$ cat config.mk
export PLATFORM = sky130hd
export DESIGN_NAME = i2c_control_low_bits
export DESIGN_NICKNAME = d
export VERILOG_FILES = /design/src/hw/i2c_ctl_pkg.sv /design/src/hw/i2c_control_low_bits.sv
export SDC_FILE = /design/constraint.sdc
export NUM_CORES = 1
export LEC_CHECK = 0
export ABC_AREA = 1
export BUFFER_PORTS_ARGS = -buffer_cell sky130_fd_sc_hd__buf_2
export CAP_MARGIN = 20
export CORE_MARGIN = 4
export CORE_UTILIZATION = 59
export DETAILED_ROUTE_END_ITERATION = 8
export PLACE_DENSITY_LB_ADDON = 0.1
export SLEW_MARGIN = 30
export SYNTH_ARGS = -nofsm -noshare
export SYNTH_HDL_FRONTEND = slang
export SYNTH_SLANG_ARGS = --single-unit
$ cat constraint.sdc
create_clock -name SYS_CLK_I -period 2.3 [get_ports SYS_CLK_I]
set_input_delay 0.345 -clock SYS_CLK_I [delete_from_list [all_inputs] [get_ports SYS_CLK_I]]
set_output_delay 0.345 -clock SYS_CLK_I [all_outputs]
set_load 0.01 [all_outputs]
$ cat src/hw/i2c_ctl_pkg.sv
// Overview of operation
// - Control bit 8 selects SMBus input thresholds for the serial pins.
// - Bit 7 lets the target accept the general call address and interrupt.
// - Bit 6 lets the target stretch the clock, with the clock release bit.
// - Controller receive sends bit 5 in the acknowledge; 1 is NACK, 0 ACK.
// - Target with address or data hold answers with bit 5 after each byte.
// - Bit 4 runs a controller acknowledge sequence; it reads 0 when idle.
// - Bit 3 receives one byte; hardware clears it after eight bits.
// - Bit 2 generates a Stop; it reads 0 when no Stop is running.
// - Bit 1 generates a repeated Start; it reads 0 when none is running.
// - Bit 0 generates a Start; it reads 0 when none is running.
// - First-note bit clears at target transmit start and target receive end.
// - Second-note bit clears only at target transmit start.
package i2c_ctl_pkg;

  localparam logic [7:0] CTRL_OFFSET = 8'h00;
  localparam logic [7:0] CONFIG_OFFSET = 8'h04;
  localparam logic [7:0] TXDATA_OFFSET = 8'h08;
  localparam logic [7:0] RXDATA_OFFSET = 8'h0c;
  localparam logic [7:0] STATUS_OFFSET = 8'h10;
  localparam logic [7:0] CLEAR_OFFSET = 8'h14;
  localparam logic [7:0] IRQ_EN_OFFSET = 8'h18;
  localparam logic [7:0] STATE_OFFSET = 8'h1c;

  localparam int CTL_START = 0;
  localparam int CTL_RESTART = 1;
  localparam int CTL_STOP = 2;
  localparam int CTL_RECEIVE = 3;
  localparam int CTL_ACKGO = 4;
  localparam int CTL_ACKVAL = 5;
  localparam int CTL_STRETCH = 6;
  localparam int CTL_GCALL = 7;
  localparam int CTL_SMBUS = 8;
  localparam int CTL_W = 9;
  localparam logic [CTL_W-1:0] CTL_RESET = 9'h000;

  localparam int CFG_ENABLE = 0;
  localparam int CFG_TARGET = 1;
  localparam int CFG_RELEASE = 2;
  localparam int CFG_AHOLD = 3;
  localparam int CFG_DHOLD = 4;
  localparam int CFG_ADDR_LSB = 8;
  localparam logic [15:0] CFG_WMASK = 16'h7f1f;
  localparam logic [15:0] CFG_RESET = 16'h0004;

  localparam int EV_SEQ_DONE = 0;
  localparam int EV_RX_DONE = 1;
  localparam int EV_TX_DONE = 2;
  localparam int EV_NACK = 3;
  localparam int EV_ADDR_MATCH = 4;
  localparam int EV_GEN_CALL = 5;
  localparam int EV_STOP_SEEN = 6;
  localparam int EV_W = 7;

  localparam logic [7:0] GEN_CALL_ADDR = 8'h00;
  localparam logic [3:0] BYTE_BITS = 4'h8;

  localparam int CLK_PERIOD_NS = 8;
  localparam int QUARTER_BIT_NS = 2500;
  localparam logic [8:0] QUARTER_CYC =
    9'((QUARTER_BIT_NS + CLK_PERIOD_NS - 1) / CLK_PERIOD_NS);

  typedef enum logic [2:0] {
    M_IDLE = 3'b000,
    M_START = 3'b001,
    M_RESTART = 3'b010,
    M_STOP = 3'b011,
    M_TX = 3'b100,
    M_RX = 3'b101,
    M_ACK = 3'b110
  } ctrl_state_type;

  typedef enum logic [2:0] {
    T_IDLE = 3'b000,
    T_ADDR = 3'b001,
    T_ACK = 3'b010,
    T_RX = 3'b011,
    T_TX = 3'b100,
    T_TXACK = 3'b101
  } tgt_state_type;

  typedef struct packed {
    logic [CTL_W-1:0] ctl;
    logic [15:0] cfg;
    logic [7:0] tx_data;
    logic [7:0] rx_data;
    logic [EV_W-1:0] status;
    logic [EV_W-1:0] irq_en;
    logic apb_ack;
    logic [31:0] prdata;
    logic pslverr;
    logic [2:0] sda_s;
    logic [2:0] scl_s;
    logic sda_f;
    logic scl_f;
    logic [8:0] div;
    ctrl_state_type m_state;
    logic [1:0] m_phase;
    logic [3:0] m_bit;
    logic [7:0] m_shift;
    logic m_scl_low;
    logic m_sda_low;
    logic tx_pend;
    logic ack_rx;
    tgt_state_type t_state;
    logic [3:0] t_bit;
    logic [7:0] t_shift;
    logic t_sda_low;
    logic t_scl_low;
    logic t_read;
    logic t_nack;
  } i2c_state_type;

endpackage

$ cat src/hw/i2c_control_low_bits.sv
// Our own choices: the APB register port and the register addresses.
`timescale 1ns/1ps
`default_nettype none
module i2c_control_low_bits (
  input wire logic SYS_CLK_I,
  input wire logic RESETN_I,
  input wire logic PSEL_I,
  input wire logic PENABLE_I,
  input wire logic PWRITE_I,
  input wire logic [7:0] PADDR_I,
  input wire logic [31:0] PWDATA_I,
  output logic [31:0] PRDATA_O,
  output logic PREADY_O,
  output logic PSLVERR_O,
  input wire logic SDA_I,
  output logic SDA_O,
  output logic SDA_OE_N_O,
  input wire logic SCL_I,
  output logic SCL_O,
  output logic SCL_OE_N_O,
  output logic SMBUS_LEVEL_O,
  output logic IRQ_O
);

  i2c_ctl_pkg::i2c_state_type q;
  i2c_ctl_pkg::i2c_state_type d;

  logic [i2c_ctl_pkg::EV_W-1:0] ev;
  logic [i2c_ctl_pkg::EV_W-1:0] clr;
  logic sda_new;
  logic scl_new;
  logic sda_rise;
  logic sda_fall;
  logic scl_rise;
  logic scl_fall;
  logic tick;
  logic ctrl_mode;
  logic tgt_mode;
  logic ack_bit;
  logic [31:0] rd;

  function automatic logic is_mapped(input logic [7:0] addr);
    is_mapped = (addr == i2c_ctl_pkg::CTRL_OFFSET) || (addr == i2c_ctl_pkg::CONFIG_OFFSET) ||
                (addr == i2c_ctl_pkg::TXDATA_OFFSET) || (addr == i2c_ctl_pkg::RXDATA_OFFSET) ||
                (addr == i2c_ctl_pkg::STATUS_OFFSET) || (addr == i2c_ctl_pkg::CLEAR_OFFSET) ||
                (addr == i2c_ctl_pkg::IRQ_EN_OFFSET) || (addr == i2c_ctl_pkg::STATE_OFFSET);
  endfunction

  always_comb begin
    d = q;
    ev = '0;
    clr = '0;
    rd = '0;
    ack_bit = 1'b0;
    ctrl_mode = q.cfg[i2c_ctl_pkg::CFG_ENABLE] & ~q.cfg[i2c_ctl_pkg::CFG_TARGET];
    tgt_mode = q.cfg[i2c_ctl_pkg::CFG_ENABLE] & q.cfg[i2c_ctl_pkg::CFG_TARGET];

    // Pin filter: a level counts once stages two and three agree
    d.sda_s = {q.sda_s[1:0], SDA_I};
    d.scl_s = {q.scl_s[1:0], SCL_I};
    sda_new = (q.sda_s[1] == q.sda_s[2]) ? q.sda_s[2] : q.sda_f;
    scl_new = (q.scl_s[1] == q.scl_s[2]) ? q.scl_s[2] : q.scl_f;
    d.sda_f = sda_new;
    d.scl_f = scl_new;
    sda_rise = sda_new & ~q.sda_f;
    sda_fall = ~sda_new & q.sda_f;
    scl_rise = scl_new & ~q.scl_f;
    scl_fall = ~scl_new & q.scl_f;

    tick = (q.div == i2c_ctl_pkg::QUARTER_CYC - 9'h001);
    d.div = tick ? 9'h000 : q.div + 9'h001;

    // Controller engine, one quarter bit per tick
    if (!ctrl_mode) begin
      d.m_state = i2c_ctl_pkg::M_IDLE;
      d.m_phase = 2'h0;
      d.m_scl_low = 1'b0;
      d.m_sda_low = 1'b0;
    end else if (tick) begin
      d.m_phase = q.m_phase + 2'h1;
      unique case (q.m_state)
        i2c_ctl_pkg::M_IDLE: begin
          d.m_phase = 2'h0;
          d.m_bit = 4'h0;
          if (q.ctl[i2c_ctl_pkg::CTL_START]) begin
            d.m_state = i2c_ctl_pkg::M_START;
          end else if (q.ctl[i2c_ctl_pkg::CTL_RESTART]) begin
            d.m_state = i2c_ctl_pkg::M_RESTART;
          end else if (q.ctl[i2c_ctl_pkg::CTL_STOP]) begin
            d.m_state = i2c_ctl_pkg::M_STOP;
          end else if (q.ctl[i2c_ctl_pkg::CTL_RECEIVE]) begin
            d.m_state = i2c_ctl_pkg::M_RX;
            d.m_shift = 8'h00;
          end else if (q.ctl[i2c_ctl_pkg::CTL_ACKGO]) begin
            d.m_state = i2c_ctl_pkg::M_ACK;
          end else if (q.tx_pend) begin
            d.m_state = i2c_ctl_pkg::M_TX;
            d.m_shift = q.tx_data;
            d.tx_pend = 1'b0;
          end
        end
        i2c_ctl_pkg::M_START: begin
          unique case (q.m_phase)
            2'h0: begin
              d.m_sda_low = 1'b0;
              d.m_scl_low = 1'b0;
            end
            2'h1: d.m_sda_low = 1'b1;
            default: begin
              d.m_scl_low = 1'b1;
              d.m_state = i2c_ctl_pkg::M_IDLE;
              d.ctl[i2c_ctl_pkg::CTL_START] = 1'b0;
              ev[i2c_ctl_pkg::EV_SEQ_DONE] = 1'b1;
            end
          endcase
        end
        i2c_ctl_pkg::M_RESTART: begin
          unique case (q.m_phase)
            2'h0: d.m_sda_low = 1'b0;
            2'h1: d.m_scl_low = 1'b0;
            2'h2: d.m_sda_low = 1'b1;
            default: begin
              d.m_scl_low = 1'b1;
              d.m_state = i2c_ctl_pkg::M_IDLE;
              d.ctl[i2c_ctl_pkg::CTL_RESTART] = 1'b0;
              ev[i2c_ctl_pkg::EV_SEQ_DONE] = 1'b1;
            end
          endcase
        end
        i2c_ctl_pkg::M_STOP: begin
          unique case (q.m_phase)
            2'h0: d.m_sda_low = 1'b1;
            2'h1: d.m_scl_low = 1'b0;
            default: begin
              d.m_sda_low = 1'b0;
              d.m_state = i2c_ctl_pkg::M_IDLE;
              d.ctl[i2c_ctl_pkg::CTL_STOP] = 1'b0;
              ev[i2c_ctl_pkg::EV_SEQ_DONE] = 1'b1;
            end
          endcase
        end
        default: begin
          // Data, receive and acknowledge bit slots share one bit cycle
          unique case (q.m_phase)
            2'h0: begin
              d.m_scl_low = 1'b1;
              if (q.m_state == i2c_ctl_pkg::M_TX) begin
                d.m_sda_low = (q.m_bit < i2c_ctl_pkg::BYTE_BITS) & ~q.m_shift[7];
              end else if (q.m_state == i2c_ctl_pkg::M_ACK) begin
                d.m_sda_low = ~q.ctl[i2c_ctl_pkg::CTL_ACKVAL];
              end else begin
                d.m_sda_low = 1'b0;
              end
            end
            2'h1: d.m_scl_low = 1'b0;
            2'h2: begin
              // A target holding the clock low stalls the sample point
              if (!q.scl_f) begin
                d.m_phase = 2'h2;
              end else if (q.m_state == i2c_ctl_pkg::M_RX) begin
                d.m_shift = {q.m_shift[6:0], q.sda_f};
              end else if (q.m_state == i2c_ctl_pkg::M_TX &&
                           q.m_bit == i2c_ctl_pkg::BYTE_BITS) begin
                d.ack_rx = q.sda_f;
              end
            end
            default: begin
              d.m_scl_low = 1'b1;
              d.m_bit = q.m_bit + 4'h1;
              if (q.m_state == i2c_ctl_pkg::M_TX) begin
                d.m_shift = {q.m_shift[6:0], 1'b0};
                if (q.m_bit == i2c_ctl_pkg::BYTE_BITS) begin
                  d.m_state = i2c_ctl_pkg::M_IDLE;
                  d.m_sda_low = 1'b0;
                  ev[i2c_ctl_pkg::EV_TX_DONE] = 1'b1;
                  ev[i2c_ctl_pkg::EV_NACK] = q.ack_rx;
                end
              end else if (q.m_state == i2c_ctl_pkg::M_RX) begin
                if (q.m_bit == i2c_ctl_pkg::BYTE_BITS - 4'h1) begin
                  d.m_state = i2c_ctl_pkg::M_IDLE;
                  d.rx_data = q.m_shift;
                  d.ctl[i2c_ctl_pkg::CTL_RECEIVE] = 1'b0;
                  ev[i2c_ctl_pkg::EV_RX_DONE] = 1'b1;
                end
              end else begin
                d.m_state = i2c_ctl_pkg::M_IDLE;
                d.m_sda_low = 1'b0;
                d.ctl[i2c_ctl_pkg::CTL_ACKGO] = 1'b0;
                ev[i2c_ctl_pkg::EV_SEQ_DONE] = 1'b1;
              end
            end
          endcase
        end
      endcase
    end

    // Target engine, paced by edges of the sampled bus clock
    if (!tgt_mode) begin
      d.t_state = i2c_ctl_pkg::T_IDLE;
      d.t_sda_low = 1'b0;
      d.t_scl_low = 1'b0;
    end else if (q.scl_f && scl_new && sda_fall) begin
      d.t_state = i2c_ctl_pkg::T_ADDR;
      d.t_bit = 4'h0;
      d.t_sda_low = 1'b0;
    end else if (q.scl_f && scl_new && sda_rise) begin
      d.t_state = i2c_ctl_pkg::T_IDLE;
      d.t_sda_low = 1'b0;
      d.t_scl_low = 1'b0;
      ev[i2c_ctl_pkg::EV_STOP_SEEN] = 1'b1;
    end else if (scl_rise) begin
      if (q.t_state == i2c_ctl_pkg::T_ADDR || q.t_state == i2c_ctl_pkg::T_RX) begin
        d.t_shift = {q.t_shift[6:0], q.sda_f};
        d.t_bit = q.t_bit + 4'h1;
      end else if (q.t_state == i2c_ctl_pkg::T_TXACK) begin
        d.t_nack = q.sda_f;
      end
    end else if (scl_fall) begin
      unique case (q.t_state)
        i2c_ctl_pkg::T_ADDR: begin
          if (q.t_bit == i2c_ctl_pkg::BYTE_BITS) begin
            ack_bit = q.cfg[i2c_ctl_pkg::CFG_AHOLD] & q.ctl[i2c_ctl_pkg::CTL_ACKVAL];
            if (q.t_shift[7:1] == q.cfg[i2c_ctl_pkg::CFG_ADDR_LSB +: 7]) begin
              ev[i2c_ctl_pkg::EV_ADDR_MATCH] = 1'b1;
              d.t_read = q.t_shift[0];
              d.t_nack = ack_bit;
              d.t_sda_low = ~ack_bit;
              d.t_state = i2c_ctl_pkg::T_ACK;
            end else if (q.t_shift == i2c_ctl_pkg::GEN_CALL_ADDR &&
                         q.ctl[i2c_ctl_pkg::CTL_GCALL]) begin
              ev[i2c_ctl_pkg::EV_GEN_CALL] = 1'b1;
              d.t_read = 1'b0;
              d.t_nack = ack_bit;
              d.t_sda_low = ~ack_bit;
              d.t_state = i2c_ctl_pkg::T_ACK;
            end else begin
              d.t_state = i2c_ctl_pkg::T_IDLE;
            end
          end
        end
        i2c_ctl_pkg::T_RX: begin
          if (q.t_bit == i2c_ctl_pkg::BYTE_BITS) begin
            ack_bit = q.cfg[i2c_ctl_pkg::CFG_DHOLD] & q.ctl[i2c_ctl_pkg::CTL_ACKVAL];
            d.rx_data = q.t_shift;
            ev[i2c_ctl_pkg::EV_RX_DONE] = 1'b1;
            d.t_nack = ack_bit;
            d.t_sda_low = ~ack_bit;
            d.t_state = i2c_ctl_pkg::T_ACK;
            // End of reception: only the stretching variant of release clears
            if (q.ctl[i2c_ctl_pkg::CTL_STRETCH]) begin
              d.cfg[i2c_ctl_pkg::CFG_RELEASE] = 1'b0;
              d.t_scl_low = 1'b1;
            end
          end
        end
        i2c_ctl_pkg::T_ACK, i2c_ctl_pkg::T_TXACK: begin
          d.t_sda_low = 1'b0;
          d.t_bit = 4'h0;
          if (q.t_nack) begin
            d.t_state = i2c_ctl_pkg::T_IDLE;
          end else if (q.t_read) begin
            // Start of target transmission clears release in every variant
            d.cfg[i2c_ctl_pkg::CFG_RELEASE] = 1'b0;
            d.t_scl_low = q.ctl[i2c_ctl_pkg::CTL_STRETCH];
            d.t_shift = q.tx_data;
            d.t_sda_low = ~q.tx_data[7];
            d.t_state = i2c_ctl_pkg::T_TX;
          end else begin
            d.t_state = i2c_ctl_pkg::T_RX;
          end
        end
        i2c_ctl_pkg::T_TX: begin
          d.t_bit = q.t_bit + 4'h1;
          d.t_shift = {q.t_shift[6:0], 1'b0};
          d.t_sda_low = ~q.t_shift[6];
          if (q.t_bit == i2c_ctl_pkg::BYTE_BITS - 4'h1) begin
            d.t_sda_low = 1'b0;
            d.t_state = i2c_ctl_pkg::T_TXACK;
            ev[i2c_ctl_pkg::EV_TX_DONE] = 1'b1;
          end
        end
        default: ;
      endcase
    end
    // Holding stops once software releases, or stretching is turned off
    if (q.t_scl_low &&
        (q.cfg[i2c_ctl_pkg::CFG_RELEASE] || !q.ctl[i2c_ctl_pkg::CTL_STRETCH])) begin
      d.t_scl_low = 1'b0;
    end

    // APB slave: one wait state, writes land at the pready edge
    unique case (PADDR_I)
      i2c_ctl_pkg::CTRL_OFFSET: rd = {23'h000000, q.ctl};
      i2c_ctl_pkg::CONFIG_OFFSET: rd = {16'h0000, q.cfg};
      i2c_ctl_pkg::TXDATA_OFFSET: rd = {24'h000000, q.tx_data};
      i2c_ctl_pkg::RXDATA_OFFSET: rd = {24'h000000, q.rx_data};
      i2c_ctl_pkg::STATUS_OFFSET: rd = {25'h0000000, q.status};
      i2c_ctl_pkg::IRQ_EN_OFFSET: rd = {25'h0000000, q.irq_en};
      i2c_ctl_pkg::STATE_OFFSET: rd = {26'h0000000, q.m_state != i2c_ctl_pkg::M_IDLE,
                                       q.t_state != i2c_ctl_pkg::T_IDLE, q.t_read,
                                       q.ack_rx, q.scl_f, q.sda_f};
      default: rd = 32'h00000000;
    endcase
    if (PSEL_I && PENABLE_I && !q.apb_ack) begin
      d.apb_ack = 1'b1;
      d.prdata = PWRITE_I ? 32'h00000000 : rd;
      d.pslverr = ~is_mapped(PADDR_I);
    end else if (PSEL_I && PENABLE_I) begin
      d.apb_ack = 1'b0;
      d.pslverr = 1'b0;
      if (PWRITE_I && is_mapped(PADDR_I)) begin
        unique case (PADDR_I)
          i2c_ctl_pkg::CTRL_OFFSET: d.ctl = PWDATA_I[i2c_ctl_pkg::CTL_W-1:0];
          i2c_ctl_pkg::CONFIG_OFFSET: d.cfg = PWDATA_I[15:0] & i2c_ctl_pkg::CFG_WMASK;
          i2c_ctl_pkg::TXDATA_OFFSET: begin
            d.tx_data = PWDATA_I[7:0];
            d.tx_pend = ctrl_mode;
          end
          i2c_ctl_pkg::CLEAR_OFFSET: clr = PWDATA_I[i2c_ctl_pkg::EV_W-1:0];
          i2c_ctl_pkg::IRQ_EN_OFFSET: d.irq_en = PWDATA_I[i2c_ctl_pkg::EV_W-1:0];
          default: ;
        endcase
      end
    end else begin
      d.apb_ack = 1'b0;
      d.pslverr = 1'b0;
    end

    // New events win over a clear in the same cycle
    d.status = (q.status & ~clr) | ev;
  end

  always_ff @(posedge SYS_CLK_I or negedge RESETN_I) begin
    if (!RESETN_I) begin
      q <= '0;
      q.ctl <= i2c_ctl_pkg::CTL_RESET;
      q.cfg <= i2c_ctl_pkg::CFG_RESET;
      q.sda_s <= 3'h7;
      q.scl_s <= 3'h7;
      q.sda_f <= 1'b1;
      q.scl_f <= 1'b1;
      q.m_state <= i2c_ctl_pkg::M_IDLE;
      q.t_state <= i2c_ctl_pkg::T_IDLE;
    end else begin
      q <= d;
    end
  end

  assign PRDATA_O = q.prdata;
  assign PREADY_O = q.apb_ack;
  assign PSLVERR_O = q.pslverr & q.apb_ack;
  assign SDA_O = 1'b0;
  assign SCL_O = 1'b0;
  assign SDA_OE_N_O = ~(q.m_sda_low | q.t_sda_low);
  assign SCL_OE_N_O = ~(q.m_scl_low | q.t_scl_low);
  assign SMBUS_LEVEL_O = q.ctl[i2c_ctl_pkg::CTL_SMBUS];
  assign IRQ_O = |(q.status & q.irq_en);

endmodule
`default_nettype wire

==> flow_summary.json, run 1 <==
{
  "utilization_pct": 69.0,
  "gp_congestion": 0.923,
  "timing.reg2reg.setup_slack_ns": 0.20,
  "grt_pass1_wl_um": 33400,
  "worst_slew_pin_slew_ns": 0.658,
  "setup_viol": 0,
  "ys_types": 54,
  "cts_sinks": 125,
  "drv_slew": 0,
  "die_area_mm2": 0.0149,
  "vias_per_cell": 5.57,
  "r2r_end": "q[3]$_DFFE_PN0P_",
  "ys.flop_type": "dfrtp_1",
  "place_ws_ns": 0.0515,
  "min_from": "SCL_I",
  "fin_cells": 1273,
  "rsz0062_at_grt": "false",
  "worstSetupEndpoint": "q[3]$_DFFE_PN0P_",
  "synth_sequential_area_ratio_pct": 41.0,
  "cts_tree": "yes",
  "drc": 0,
  "powerDensity_mw_per_mm2": 642,
  "grt.total_usage_pct": 29.2,
  "start_util_pct": 60.4,
  "synth_commonest_cells": "nand2_1, inv_1, dfrtp_1",
  "drv_cap": 0,
  "rr_worst_depth": 12,
  "max_clock_freq_mhz": 476,
  "r2r_start": "q[49]$_DFF_PN1_",
  "start_kind": "register",
  "nets": 1148,
  "synthArstFlopShare_pct": 100,
  "hpwlAfterDp_um": 15600,
  "htreeDepth": 4,
  "syn_avg_cell_area_um2": 7.46,
  "io_pins": 87,
  "syn_inst": 1026,
  "die_x_um": 122,
  "yosysMostFrequentCell": "nand2_1",
  "period_minus_slack_ns": 2.10,
  "io_buffers": 50,
  "antenna_found_initial": 0,
  "ys_top_cells_by_area": "dfrtp_1, nand2_1, inv_1, o21ai_0, nor2_1",
  "die_h_um": 122,
  "critical_path_class": "reg2reg",
  "grt_max_degree": 47,
  "dr.pass1.iters": 8,
  "synth_warnings": 0,
  "ir_drop_v": 0.000513,
  "vias": 7087,
  "core_mm2": 0.0127,
  "clkTransAtPathRegs_ns": 0.06,
  "required_ns": 2.61,
  "tns_ns": 0,
  "cts-root-buf": "clkbuf_16",
  "cpPeakStageDelay_ns": 0.55,
  "clk_path_buf_depth": 2,
  "first_iter_violations": 693,
  "synth_top_area_share_pct": 37.9,
  "end_kind": "register",
  "cp-startpoint": "q[49]$_DFF_PN1_",
  "cp_max_fo": 4,
  "ys_ff_latch": 125,
  "diodes": 0,
  "routed_wl_um": 20900,
  "path_cells": "a21oi_1 > nor2_2 > ha_2 > nand4_1 > nand3_2 > inv_1 > nand2_1 > nand2_1 > a21oi_1 > nand2_1 > nand2_1 > nand2_1",
  "crit_path_top_delay_cell": "dfstp_2",
  "cts_buffers": 17,
  "skew_ns": 0.00827,
  "dp_cells": 1235,
  "run_status": "finished, final reports clean",
  "min_path_type": "in2reg",
  "cp.arrival_ns": 2.41,
  "synth_enable_flop_cells": 0,
  "fin_crit_sh_pct": 91.4,
  "area_growth_pct": 14.2,
  "grt_pass1_vias": 6442,
  "clk_latency_ns": 0.42,
  "cpMostUsedCell": "nand2_1",
  "max_slew_margin_pct": 56.1,
  "holdWs_ns": 0.0182,
  "layout-drive-gt1-share_pct": 17.9,
  "synth_area_mm2": 0.00765,
  "ant_nets": 0,
  "wl_per_cell_um": 16.4,
  "hold_viol": 0,
  "yosys.area.top_type": "dfrtp_1",
  "grt_overflow_total": 0,
  "setup_slack_ns": 0.198,
  "rows": 41,
  "p_leak_nw": 4.48
}
[worst max-delay path: cells and delay by family (launching register included)]
kind	cells	cell delay (ns)
fa+ha+maj	1	0.24
compound gates	2	0.23
flops	1	0.55
simple gates	8	0.88
buf+inv	1	0.11
[layout make-up]
class | instances | area, um^2
Fill cell | 1083 | 3930
Sequential cell | 125 | 3140
Tap cell | 172 | 215
Inverter | 145 | 552
Multi-Input combinational cell | 725 | 3690
Clock buffer | 19 | 443
Timing Repair Buffer | 74 | 460
Clock inverter | 13 | 236
[report_power, final]
group | total (mW) | internal [mW] | switching [mW]
clock network | 3.11 | 2.07 | 1.04
logic | 0.266 | 0.0773 | 0.188
registers | 2.24 | 2.22 | 0.0144
[registers in the layout, indices dropped and copies added, names as in the netlist]
| register | cells |
|---|---|
| SMBUS_LEVEL_O | 1 |
| PRDATA_O | 15 |
| PREADY_O | 1 |
| q | 104 |
| d | 4 |
[stage by stage]
stage / area (um^2) / total power, mW
detailed placement: 7990 / 2.53
global route: 8740 / 5.77
finish: 8740 / 5.61
CTS: 8680 / 5.60
floorplan: 7720 / 2.41
global placement: 7990 / 2.52
[worst min-delay path by stage]
stage	endpoint	cells after the start	slack [ns]
after detailed placement	PRDATA_O[3]$_DFFE_PN0P_	1	0.30
after floorplan	PRDATA_O[0]$_DFFE_PN0P_	0	0.05
after global placement	PRDATA_O[3]$_DFFE_PN0P_	1	0.30
final	d[52]$_DFF_PN1_	1	0.02
after CTS	d[52]$_DFF_PN1_	1	0.01
after global routing	d[52]$_DFF_PN1_	1	0.005
[cells in the final DEF (no fill, tap or decap), types with 3 or more instances in the layout]
cell type   netlist  final
nand2_1         271    271
inv_1           128    128
dfrtp_1         116    116
nor2_1           87     85
o21ai_0          77     77
nand3_1          62     62
buf_2             3     49
a21oi_1          36     36
buf_4            37     22
nor3_1           20     20
nand4_1          20     20
conb_1            1     19
clkbuf_16         0     17
o21ai_2          16     16
inv_2            13     13
ha_1             13     11
nor2_2            8     10
o21ai_1          10     10
nand3_2           9      9
nor2_4            9      9
nand2_2           9      9
o22ai_1           9      9
dfstp_2           9      9
bufinv_16         0      6
a31oi_1           5      5
o211ai_1          5      5
o31ai_1           4      4
clkinvlp_4        0      4
inv_4             2      3
xnor2_1           3      3
o41ai_1           3      3
and3_1            3      3
[layer usage]
layer,vias to the layer above,GRT usage [%],wire (um)
met5,-,0,0
met4,0,12.2,704
met3,58,5.34,1540
met2,287,47.3,9820
met1,3328,38.9,8820
li1,3414,-,-
[what timing repair did]
action,in CTS,in global routing
endpoints found under the hold margin,26,0
resized for setup,0,6
hold buffers,1,0
setup endpoints to repair,0,25
buffers inserted,0,5
[logic make-up (layout without fill, tap and decap cells)]
| kind of cell | Yosys count | count (layout) | synth area share (%) |
|---|---|---|---|
| fa+ha+maj | 13 | 13 | 2.13 |
| buf+inv | 194 | 251 | 11.8 |
| compound gates | 174 | 174 | 13.3 |
| xor+xnor | 5 | 5 | 0.573 |
| flops | 125 | 125 | 41.0 |
| simple gates | 514 | 514 | 31.0 |
| other cells | 1 | 19 | 0.0490 |
Power figures use the tool's default switching activity.
==> run 2: changes to the inputs <==
--- a/config.mk
+++ b/config.mk
@@ -6,12 +6,12 @@
 export NUM_CORES = 1
 export LEC_CHECK = 0
 export ABC_AREA = 1
-export BUFFER_PORTS_ARGS = -buffer_cell sky130_fd_sc_hd__buf_2
+export BUFFER_PORTS_ARGS = -buffer_cell sky130_fd_sc_hd__buf_4
 export CAP_MARGIN = 20
 export CORE_MARGIN = 4
 export CORE_UTILIZATION = 59
 export DETAILED_ROUTE_END_ITERATION = 8
-export PLACE_DENSITY_LB_ADDON = 0.1
+export PLACE_DENSITY = 0.8
 export SLEW_MARGIN = 30
 export SYNTH_ARGS = -nofsm -noshare
 export SYNTH_HDL_FRONTEND = slang
==> run 2 against run 1 <==
Against the previous run:
- setup slack improved by 0.0097 ns
- register-to-register slack about the same
- sequential share of layout area hardly changed
- sequential cell count unchanged
- utilization is essentially flat
- die area unchanged
- sequential power about the same
- via count hardly changed
- first-iteration DRC count fell by 6.9%
- clock-buffer cell count up 2
- clock power fell by 11%
- final area barely moved
- largest power group unchanged
- highest routed layer unchanged
==> flow_summary.json, run 2 (synthesized netlist as in run 1, its figures left out) <==
{
  "cp_max_fo": 16,
  "final_cell_mix": "nand2_1, inv_1, dfrtp_1",
  "core_mm2": 0.0127,
  "wirelength_met1_um": 8320,
  "cpPeakStageDelay_ns": 0.57,
  "fin_total_pwr_mw": 5.26,
  "die_x_um": 122,
  "p_switching_mw": 1.23,
  "start_kind": "register",
  "io_buffers": 50,
  "max_clock_freq_mhz": 478,
  "critical_path_class": "reg2reg",
  "routed_wl_um": 20200,
  "grt_max_degree": 51,
  "top_layer_used": "met4",
  "drc": 0,
  "required_ns": 2.61,
  "die_area_mm2": 0.0149,
  "die_h_um": 122,
  "start_util_pct": 60.4,
  "crit_path_top_delay_cell": "dfstp_2",
  "fin_crit_sh_pct": 91.0,
  "path_cells": "a21oi_1 > nor2_1 > ha_1 > nand4_2 > nand3_2 > clkinv_2 > nand2_2 > nand2_4 > nor2_1 > a21oi_2",
  "first_iter_violations": 645,
  "setup_viol": 0,
  "grt_pass1_wl_um": 32900,
  "powerDensity_mw_per_mm2": 602,
  "diodes": 0,
  "route.met3.wl_um": 1650,
  "cts_tree": "yes",
  "layout-drive-gt1-share_pct": 17.2,
  "clk_latency_ns": 0.43,
  "clkTransAtPathRegs_ns": 0.06,
  "vias_per_cell": 5.59,
  "fill_cells": 1048,
  "rsz0062_at_grt": "false",
  "cts_buffers": 17,
  "grt_pass1_vias": 6666,
  "period_minus_slack_ns": 2.09,
  "p_leak_nw": 4.47,
  "nets": 1143,
  "p_seq_share_pct": 42.5,
  "end_kind": "register",
  "clock_power_share_pct": 52.4,
  "cts-root-buf": "clkbuf_16",
  "ant_nets": 0,
  "io_pins": 87,
  "cpMostUsedCell": "nor2_1",
  "post_cts_resize_count": 0,
  "tns_ns": 0,
  "power_switching_share_pct": 23.4,
  "grt.total_usage_pct": 28.5,
  "clk_path_buf_depth": 2,
  "drv_slew": 0,
  "drv_cap": 0,
  "rows": 41,
  "run_status": "finished, final reports clean",
  "gp_congestion": 0.991,
  "htreeDepth": 4,
  "dr.pass1.iters": 6,
  "grt_overflow_total": 0,
  "p_comb_share_pct": 5.1,
  "final_common_cell": "nand2_1",
  "cts_sinks": 125,
  "hpwlAfterDp_um": 15100,
  "route.met2.wl_um": 9320,
  "cp.arrival_ns": 2.40,
  "intPower_mw": 4.03,
  "skew_ns": 0.00924,
  "top_register": "q",
  "ir_drop_v": 0.000546,
  "largest_reg_flops": 104,
  "hold_viol": 0,
  "min_path_type": "in2reg",
  "wl_per_cell_um": 15.9,
  "antenna_found_initial": 0,
  "vias": 7092,
  "timing.reg2reg.setup_slack_ns": 0.21,
  "area_growth_pct": 14.2
}
-- run 2: changes by cell type in the layout (fill, tap and decap cells not counted), moves of 3 or more --
cell	previous run	this run
buf_4	22	66
buf_2	49	0
bufinv_16	6	2
clkbuf_8	1	4
-- run 2: critical path: cells and delay by family, from the launching register on --
family	cells	cell delay [ns]
simple gates	6	0.94
flops	1	0.57
buf+inv	1	0.15
compound gates	2	0.12
fa+ha+maj	1	0.20
-- run 2: through the flow --
step                utilization, %  hold WS [ns]  instances  cell area, um^2  worst slack (ns)
finish                        68.9        0.0218       1268             8740             0.208
detailed placement            64.0         0.334       1235             8110             0.186
floorplan                        -        0.0494       1044             7720             0.258
global route                  68.9       0.00878       1268             8740            0.0119
CTS                           68.9       0.00736       1268             8740             0.185
global placement              64.0         0.332       1235             8110             0.278
-- run 2: metal layers --
layer | up-vias | global-route usage [%]
li1 | 3390 | -
met3 | 62 | 5.66
met2 | 329 | 45.5
met5 | - | 0
met4 | 0 | 14.2
met1 | 3311 | 37.1
-- run 2: final timing paths --
path,from,to,cells after the start
max in group asynchronous,RESETN_I,q[49]$_DFF_PN1_,3
worst min-delay path,SCL_I,d[52]$_DFF_PN1_,1
min in group asynchronous,RESETN_I,PRDATA_O[2]$_DFFE_PN0P_,2
worst min register to register,d[52]$_DFF_PN1_,d[53]$_DFF_PN1_,0
worst max register to register,q[49]$_DFF_PN1_,q[4]$_DFFE_PN0P_,10
worst max-delay path,q[49]$_DFF_PN1_,q[4]$_DFFE_PN0P_,10
-- run 2: area by class of cell --
| type | instances | area [um^2] | share of cell area, % |
|---|---|---|---|
| Multi-Input combinational cell | 725 | 3670 | 42.1 |
| Sequential cell | 125 | 3140 | 35.9 |
| Inverter | 145 | 551 | 6.30 |
| Timing Repair Buffer | 69 | 546 | 6.24 |
| Clock buffer | 21 | 480 | 5.50 |
| Tap cell | 172 | 215 | 2.46 |
| Clock inverter | 11 | 131 | 1.50 |
-- run 2: power by group through the flow --
| stage | registers (mW) | logic (mW) | clock network, mW |
|---|---|---|---|
| 5_1_grt | 2.24 | 0.298 | 2.90 |
| 6_report | 2.24 | 0.267 | 2.76 |
| 3_3_place_gp | 2.27 | 0.263 | 0 |
| 4_1_cts | 2.24 | 0.269 | 2.78 |
| 2_1_floorplan | 2.27 | 0.142 | 0 |
| 3_5_place_dp | 2.27 | 0.265 | 0 |
-- run 2: timing repair --
item / in CTS / in global routing
buffers inserted: 0 / 0
hold buffers: 1 / 0
endpoints found under the hold margin: 33 / 0
